### src/logic/skew_cal_params.svh
/*
  Offsets, reset values and widths for the output skew and calibration
  control block.
  Assumes inclusion by its bare name from files under logic/.
*/
`ifndef SKEW_CAL_PARAMS_SVH
`define SKEW_CAL_PARAMS_SVH

// ----------------------------------------------------------------------
// Register offsets
// ----------------------------------------------------------------------
`define OFS_OUT3_PHASE 8'h8E
`define OFS_OUT4_PHASE 8'h8F
`define OFS_OUT5_PHASE 8'h90

// ----------------------------------------------------------------------
// Reset values
// ----------------------------------------------------------------------
`define RST_OUT3_PHASE 8'h00
`define RST_OUT4_PHASE 8'h00
`define RST_OUT5_PHASE 8'h00
`define RST_UNMAPPED   8'h00

// ----------------------------------------------------------------------
// Field widths
// ----------------------------------------------------------------------
`define CFG_W 3

`endif

### src/logic/skew_cal_pkg.sv
/*
  Types shared by the output skew and calibration control block.
  Assumes the params header is on the include path.
*/
`include "skew_cal_params.svh"

package skew_cal_pkg;

  typedef logic signed [7:0]          offset_t;
  typedef logic [7:0]                 reg_addr_t;
  typedef logic [`CFG_W-1:0]          cfg_t;

  // Gray codes along wait -> calibrate -> run.
  typedef enum logic [1:0] {
    ST_WAIT = 2'h0,
    ST_CAL  = 2'h1,
    ST_RUN  = 2'h3
  } cal_state_t;

endpackage : skew_cal_pkg

### src/logic/output_skew_and_cal_control.sv
/*
  Phase offset registers for outputs three to five and output gating
  around internal calibration.
  Assumes the serial host port delivers decoded register strobes on
  CLK_SYS, and the calibration engine pulses its start and done events
  on CLK_SYS as well.
*/
`timescale 1ns/1ps
`default_nettype none
`include "skew_cal_params.svh"

// Functional notes
// Each skew field is an 8-bit signed offset in high-speed divider clocks.
// The fifth output's offset is applied only while the config setting is 0.
// The third output's offset register resets to zero.
// Always-on 0, squelch 0: outputs stay off until the first calibration ends.
// Always-on 0, squelch 1: outputs stay off until the first good calibration.
// Always-on 1: outputs stay on at all times outside reset, calibration included.
// Skew between outputs is kept across calibration only with squelch set.
// Software should calibrate after changing any listed setting.
// A low reset input returns all internal logic to a known state.
// Reset loads every control register with its default.
// All outputs are held off while reset is asserted.
// The host must program the device after reset before any output runs; the code waits only for a calibration end
//      (a good one with squelch set), or for nothing with always-on set.
// Each offset field moves only its own output, without disturbing others.
// Loss of lock stands through calibration and clears on a good finish.
module output_skew_and_cal_control (
  input  wire logic                    CLK_SYS,
  input  wire logic                    RST_B,
  input  wire skew_cal_pkg::reg_addr_t REG_ADDR,
  input  wire logic [7:0]              REG_WDATA,
  input  wire logic                    REG_WE,
  output logic [7:0]                   REG_RDATA,
  input  wire skew_cal_pkg::cfg_t      CLOCK_CONFIGURATION_SETTING,
  input  wire logic                    OUTPUTS_ALWAYS_ON,
  input  wire logic                    SQUELCH_DURING_CALIBRATION,
  input  wire logic                    CAL_START,
  input  wire logic                    CAL_DONE,
  input  wire logic                    CAL_OK,
  output logic                         LOSS_OF_LOCK,
  output logic [4:0]                   OUTPUT_CLOCK_EN,
  output logic                         SKEW_PRESERVED,
  output skew_cal_pkg::offset_t        PHASE_OFFSET3,
  output skew_cal_pkg::offset_t        PHASE_OFFSET4,
  output skew_cal_pkg::offset_t        PHASE_OFFSET5,
  output logic [2:0]                   PHASE_UPDATE
);
  import skew_cal_pkg::*;

  // --------------------------------------------------------------------
  // Register file
  // --------------------------------------------------------------------
  offset_t    phase_r [3];
  logic [7:0] rdata_r;
  wire  [7:0] ofs [3] = '{`OFS_OUT3_PHASE, `OFS_OUT4_PHASE,
                          `OFS_OUT5_PHASE};
  wire  [7:0] rst_val [3] = '{`RST_OUT3_PHASE, `RST_OUT4_PHASE,
                              `RST_OUT5_PHASE};
  wire  [2:0] hit;

  genvar g;
  generate
    for (g = 0; g < 3; g++) begin : g_phase
      assign hit[g] = (REG_ADDR == ofs[g]);
      always_ff @(posedge CLK_SYS) begin
        if (!RST_B) begin
          phase_r[g] <= offset_t'(rst_val[g]);
        end else if (REG_WE && hit[g]) begin
          phase_r[g] <= offset_t'(REG_WDATA);
        end
      end
    end
  endgenerate

  wire [7:0] rdata_nxt = hit[0] ? phase_r[0] :
                         hit[1] ? phase_r[1] :
                         hit[2] ? phase_r[2] : `RST_UNMAPPED;

  always_ff @(posedge CLK_SYS) begin
    if (!RST_B) rdata_r <= `RST_UNMAPPED;
    else        rdata_r <= rdata_nxt;
  end
  assign REG_RDATA = rdata_r;

  // --------------------------------------------------------------------
  // Applied offsets
  // --------------------------------------------------------------------
  // Each applied offset follows only its own field, so rewriting one
  // output never pulses the update strobe of another.
  offset_t    applied_r [3];
  offset_t    applied_nxt [3];
  logic [2:0] upd_r;

  assign applied_nxt[0] = phase_r[0];
  assign applied_nxt[1] = phase_r[1];
  assign applied_nxt[2] = (CLOCK_CONFIGURATION_SETTING == '0) ?
                          phase_r[2] : offset_t'(8'h00);

  generate
    for (g = 0; g < 3; g++) begin : g_apply
      always_ff @(posedge CLK_SYS) begin
        if (!RST_B) begin
          applied_r[g] <= offset_t'(8'h00);
          upd_r[g]     <= 1'b0;
        end else begin
          applied_r[g] <= applied_nxt[g];
          upd_r[g]     <= (applied_r[g] != applied_nxt[g]);
        end
      end
    end
  endgenerate

  assign PHASE_OFFSET3 = applied_r[0];
  assign PHASE_OFFSET4 = applied_r[1];
  assign PHASE_OFFSET5 = applied_r[2];
  assign PHASE_UPDATE  = upd_r;

  // --------------------------------------------------------------------
  // Calibration tracking
  // --------------------------------------------------------------------
  cal_state_t state_r;
  cal_state_t state_nxt;
  logic       first_cal_r;
  logic       first_lock_r;
  logic       lol_r;
  logic [4:0] en_r;
  wire        cal_end  = (state_r == ST_CAL) && CAL_DONE;
  wire        cal_good = cal_end && CAL_OK;
  wire        in_cal   = (state_r == ST_CAL);

  always_comb begin
    state_nxt = state_r;
    unique case (state_r)
      ST_WAIT: if (CAL_START) state_nxt = ST_CAL;
      ST_CAL:  if (CAL_DONE)  state_nxt = CAL_OK ? ST_RUN : ST_WAIT;
      ST_RUN:  if (CAL_START) state_nxt = ST_CAL;
      default: state_nxt = ST_WAIT;
    endcase
  end

  // Unless always-on is set, squelch drops the outputs during every calibration
  // so they restart aligned; without it they run free and alignment is not kept.
  wire en_nxt = OUTPUTS_ALWAYS_ON ? 1'b1 :
                SQUELCH_DURING_CALIBRATION ?
                  (first_lock_r && !in_cal) :
                  first_cal_r;

  always_ff @(posedge CLK_SYS) begin
    if (!RST_B) begin
      state_r      <= ST_WAIT;
      first_cal_r  <= 1'b0;
      first_lock_r <= 1'b0;
      lol_r        <= 1'b1;
      en_r         <= 5'h00;
    end else begin
      state_r      <= state_nxt;
      first_cal_r  <= first_cal_r | cal_end;
      first_lock_r <= first_lock_r | cal_good;
      lol_r        <= (state_nxt == ST_RUN) ? 1'b0 : 1'b1;
      en_r         <= {5{en_nxt}};
    end
  end

  assign LOSS_OF_LOCK    = lol_r;
  assign OUTPUT_CLOCK_EN = en_r;
  assign SKEW_PRESERVED  = SQUELCH_DURING_CALIBRATION;
endmodule : output_skew_and_cal_control
`default_nettype wire

### config.mk
export PLATFORM = sky130hd
export DESIGN_NAME = output_skew_and_cal_control
export DESIGN_NICKNAME = d
export VERILOG_FILES = /design/src/logic/skew_cal_pkg.sv /design/src/logic/output_skew_and_cal_control.sv
export VERILOG_INCLUDE_DIRS = /design/src /design/src/logic
export SDC_FILE = /design/constraint.sdc
export NUM_CORES = 1
export LEC_CHECK = 0
export ABC_AREA = 1
export BUFFER_PORTS_ARGS = -buffer_cell sky130_fd_sc_hd__buf_2
export CAP_MARGIN = 20
export CELL_PAD_IN_SITES_DETAIL_PLACEMENT = 1
export CELL_PAD_IN_SITES_GLOBAL_PLACEMENT = 2
export CORE_MARGIN = 1.5
export CORE_UTILIZATION = 25
export CTS_CLUSTER_DIAMETER = 40
export CTS_CLUSTER_SIZE = 40
export DETAILED_ROUTE_END_ITERATION = 16
export GPL_TIMING_DRIVEN = 0
export PLACE_DENSITY_LB_ADDON = 0.1
export SLEW_MARGIN = 10
export SYNTH_ARGS = -nofsm -noshare
export SYNTH_HDL_FRONTEND = slang
export SYNTH_SLANG_ARGS = --single-unit
### constraint.sdc
create_clock -name CLK_SYS -period 4.6 [get_ports CLK_SYS]
set_input_delay 0.46 -clock CLK_SYS [delete_from_list [all_inputs] [get_ports CLK_SYS]]
set_output_delay 0.46 -clock CLK_SYS [all_outputs]
set_load 0.03 [all_outputs]
---- After elaboration in Yosys (flattened, before gate mapping) ----
Memories as Yosys holds them, arrays and structs flattened.
Index checks and enable logic that the tools add are counted.
word-level totals
  output and inout bits ................... 42
  bits in writable memories ............... 48
  flip-flop bits (word level) ............. 17
  memories kept ........................... 2
  logic and storage cells ................. 66
cells by class
  bitwise logic cells ..................... 8
  multiplexer cells ....................... 28
  reduce and logical (&&, ||, !) cells .... 10
  eq/ne operators ......................... 9
memory list
  name       depth  width  read ports  clocked after memory_dff  write ports  RTL line                           RTL
  applied_r  3      8      3           0                         3            output_skew_and_cal_control.sv:91  offset_t applied_r [3];
  phase_r    3      8      3           0                         3            output_skew_and_cal_control.sv:54  offset_t phase_r [3];
operators by type and width
  kind                                                 number
  two-way mux 8 bit                                    10
  equality test 8 bit, second input constant           3
  inequality test 8 bit                                3
  two-way mux 1 bit                                    14
  bitwise OR 1 bit                                     8
  logical AND 1 bit                                    6
  two-way mux 2 bit                                    3
  equality test 2 bit, second input constant           2
  one-hot mux 2 bit (2 select lines)                   1
  zero test 3 bit                                      1
  equality test 2 x 1 -> 1 bit, second input constant  1
  zero test 2 bit                                      1
  OR reduction 2 bit                                   1
  zero test 1 bit                                      1

---- Depth between registers and ports, before layout ----
  word-level depth ........................ 6
  gate-level depth with buffers ........... 9
  depth with buffers taken out ............ 9

---- Worst setup path after synthesis ----
OpenSTA, ideal clock, no wires.
  kind .................................... input to register
  start ................................... in REG_ADDR[6]
  end ..................................... mem phase_r[1][0] in the netlist's numbering (enable)
  data arrival time ....................... 1.601 ns
  library setup time ...................... 0.384 ns
  data required time ...................... 4.216 ns
  stages on the path ...................... 5
  path buffers ............................ 0
  slack ................................... 2.615 ns
  path through ............................ inv_1 -> nand2_2 -> nor3_4 -> nand3_4 -> o21ai_0
RTL lines
  item         RTL line                           RTL
  from (decl)  output_skew_and_cal_control.sv:31  input wire skew_cal_pkg::reg_addr_t REG_ADDR,
  to (decl)    output_skew_and_cal_control.sv:54

==> results by group <==
GRT
  • Antenna violations before repair: 0
  • Number of global-route vias before repair: about 2.3k
  • Final global-route overflow total: 0
  • First-pass GRT wire length: 11550 µm
  • GRT Total Usage: 0.1345
  • Largest net degree at the start of global routing: 13

Final layout
  • Commonest non-fill, non-tap cell in the layout: buf_2
  • Share of layout cells above drive strength 1: 0.2554
  • Fin cells: about 560
  • Antenna Cells: 0
  • Finished Cell Area: 3660 µm²
  • Most frequent cells in the layout: buf_2, nand2_1, inv_1
  • Final nets: 439
  • Area Overhead vs Synth: 29.77%
  • Fill count: about 1.3k

Worst setup path
  • CP Capture Type: register
  • CP Launch Point: REG_ADDR[6]
  • Required @ worst endpoint: ~4500 ps
  • Kind of critical path: input pin to register
  • Worst path max stage delay: about 900 ps
  • WP data arrival: about 2000 ps
  • Buf/Inv on CP: 2
  • Most numerous cell on the critical path: nand2_2
  • Critical path's slowest cell: o21ai_0
  • R2R Path Start: state_r[1]$_SDFF_PN0_
  • Cell chain of the critical path: buf_2, inv_1, nand2_2, nor3_4, nand2_2, o21ai_0
  • CP max FO: 8
  • Crit-path leading delay family: compound AO/OA/AOI/OAI gates
  • Startpoint types: input pin

Outcome
  • Outcome: finished clean

Floorplanning
  • Cell row count: 38
  • Core Box Area: around 11000 µm²
  • Die area: 11930 µm²
  • Die X: between 100 and 150 µm
  • Chip Height: between 100 and 150 µm
  • I/O pin cnt: 69
  • Initial core utilization: 0.2579

Run
  • Max-cap viol count: 0

Power
  • Power Density: just over 400 nW/µm²
  • Peak supply drop: 0.1407 mV
  • Pleak: 1.800 nW

Min path
  • HP Start: OUTPUTS_ALWAYS_ON
  • Worst hold-check path type: input pin to register

CTS
  • Clock slew at reported path FFs: ~60 ps
  • # resized after CTS: 0
  • Hold Buf Count CTS: 0
  • Post-CTS Setup Bufs: 0
  • Clock Latency Late Sink: between 300 and 400 ps
  • Longest Clk Path Bufs: 2
  • Root Buffer: clkbuf_16
  • CTS tree: built
  • CTS sink cnt: 65
  • Clock H-tree levels: 3
  • Cts bufs inserted: 9

Yosys
  • Netlist Area Pre-Place: 2820 µm²
  • Adder-Cell Fraction of Synth Area: 0.008873
  • Yosys warns: 0
  • Library cells used by synthesis: 24
  • Avg Cell Area, Syn: between 8 and 9 µm²
  • Mux cell area share after synthesis: 0
  • Register area share after synthesis: 0.5466
  • Syn_nets: 359
  • Synth Area in Compound Gates: 0.03461
  • Syn Inst Count: 330
  • Post-Synth XOR/XNOR Area: 0.04348
  • Post-Synth Simple-Gate Area: 0.2640
  • Largest family of logic cells by synthesized area: simple AND/OR/NAND/NOR gates
  • FF+latch count, synth: 65

Route
  • WL met2: 3395 µm
  • DR WL/cell: 13.79 µm
  • Antenna viol nets, final: 0
  • Iteration-0 DRC Markers: between 80 and 90
  • First-pass iteration count of the detailed router: 4
  • Via count: approximately 2.3k
  • Met1 WL: 3734 µm
  • Max Used Layer: met4
  • Drt total wl: approximately 7700 µm
  • DRC: 0
  • Vias/cell: 4.105
  • Met3 WL post-DR: roughly 440 µm

STA
  • Post-layout min period: 2080 ps
  • Final setup fails: 0
  • RSZ-0062 raised after global routing: false
  • Total negative slack: 0 ps
  • Top achievable clock speed: 480.7 MHz
  • Final WS setup: between 2000 and 3000 ps
  • Slew HR: 0.2320
  • Clock Skews: 7.006 ps
  • Worst Tran Pin Value: 1140 ps
  • Pins Over Slew Limit: 0
  • Final Cycle Share: 0.4523
  • Fin. Hold Viols: 0

Placement
  • Dpl cell area: between 3000 and 4000 µm²
  • Dpl cells: about 540
  • Post-Place Worst Slack: ~2200 ps
  • Buffers on Ports: 67
  • DP HPWL: around 6000 µm
  • Gpl congestion: between 0.7 and 0.8
power breakdown:
group,switching [mW],internal [mW]
logic,0.0931,0.0472
clock network,0.251,0.473
registers,0.0210,0.622
total,0.365,1.14
cell type report:
cell class	instances	area, µm²	share of cell area
Timing Repair Buffer	69	345.3	0.09436
Buffer	9	60.06	0.01641
Clock inverter	7	93.84	0.02564
Inverter	61	229.0	0.06256
Sequential cell	65	1541	0.4212
Clock buffer	9	225.2	0.06154
Multi-Input combinational cell	195	989.7	0.2704
Tap cell	140	175.2	0.04786
worst paths after layout:
path | endpoint | slack (ps) | cells after the start
worst max-delay path | phase_r[0][2]$_SDFFCE_PN0P_ | 2520 | 6
worst max register to register | LOSS_OF_LOCK$_SDFF_PN1_ | 3230 | 5
worst min register to register | first_lock_r$_SDFF_PN0_ | 450 | 2
worst min-delay path | OUTPUT_CLOCK_EN[0]$_SDFF_PN0_ | 390 | 3
synth_stat cells (all sizes together):
cell type | instances | area share
edfxtp | 24 | 0.26
o2111ai | 1 | 0.0031
nand3 | 24 | 0.060
o21ai | 10 | 0.018
a31oi | 1 | 0.0022
o311ai | 2 | 0.0062
nor2 | 59 | 0.082
dfxtp | 41 | 0.29
buf | 9 | 0.021
nand4 | 9 | 0.020
nor3 | 6 | 0.015
xor2 | 3 | 0.0093
xnor2 | 11 | 0.034
nand2 | 64 | 0.087
inv | 61 | 0.081
ha | 2 | 0.0089
a21oi | 3 | 0.0053
tightest hold or removal path, delay by kind of cell:
family                 cells  cell delay (ps)
AOI/OAI and AO/OA          1              100
buffers and inverters      1               80
and+or+nand+nor            1               30
sequential cells by signal (all words and copies together), names as in the netlist, 2 cells and up:
signal / cells
PHASE_UPDATE: 3
state_r: 2
applied_r: 24
REG_RDATA: 8
phase_r: 24
per-layer routing:
layer,track usage,up-vias
met4,0.05844,0
met5,0,-
li1,-,1190
met1,0.1761,1030
met2,0.2063,54
met3,0.03825,4
logic make-up after synthesis:
group | count (synthesis)
buffers and inverters | 70
AOI/OAI and AO/OA | 17
adders and majority gates | 2
and+or+nand+nor | 162
DFF | 65
xor gates and xnor gates | 14
stage by stage:
step,utilization,total power [mW],hold WS [ps]
floorplan,-,0.7421,430.6
global placement,0.3046,0.7964,447.5
detailed placement,0.3050,0.7992,451.5
CTS,0.3342,1.536,378.1
global route,0.3347,1.576,388.9
finish,0.3347,1.508,388.5
Note: power is estimated with default switching activity, not from simulation.
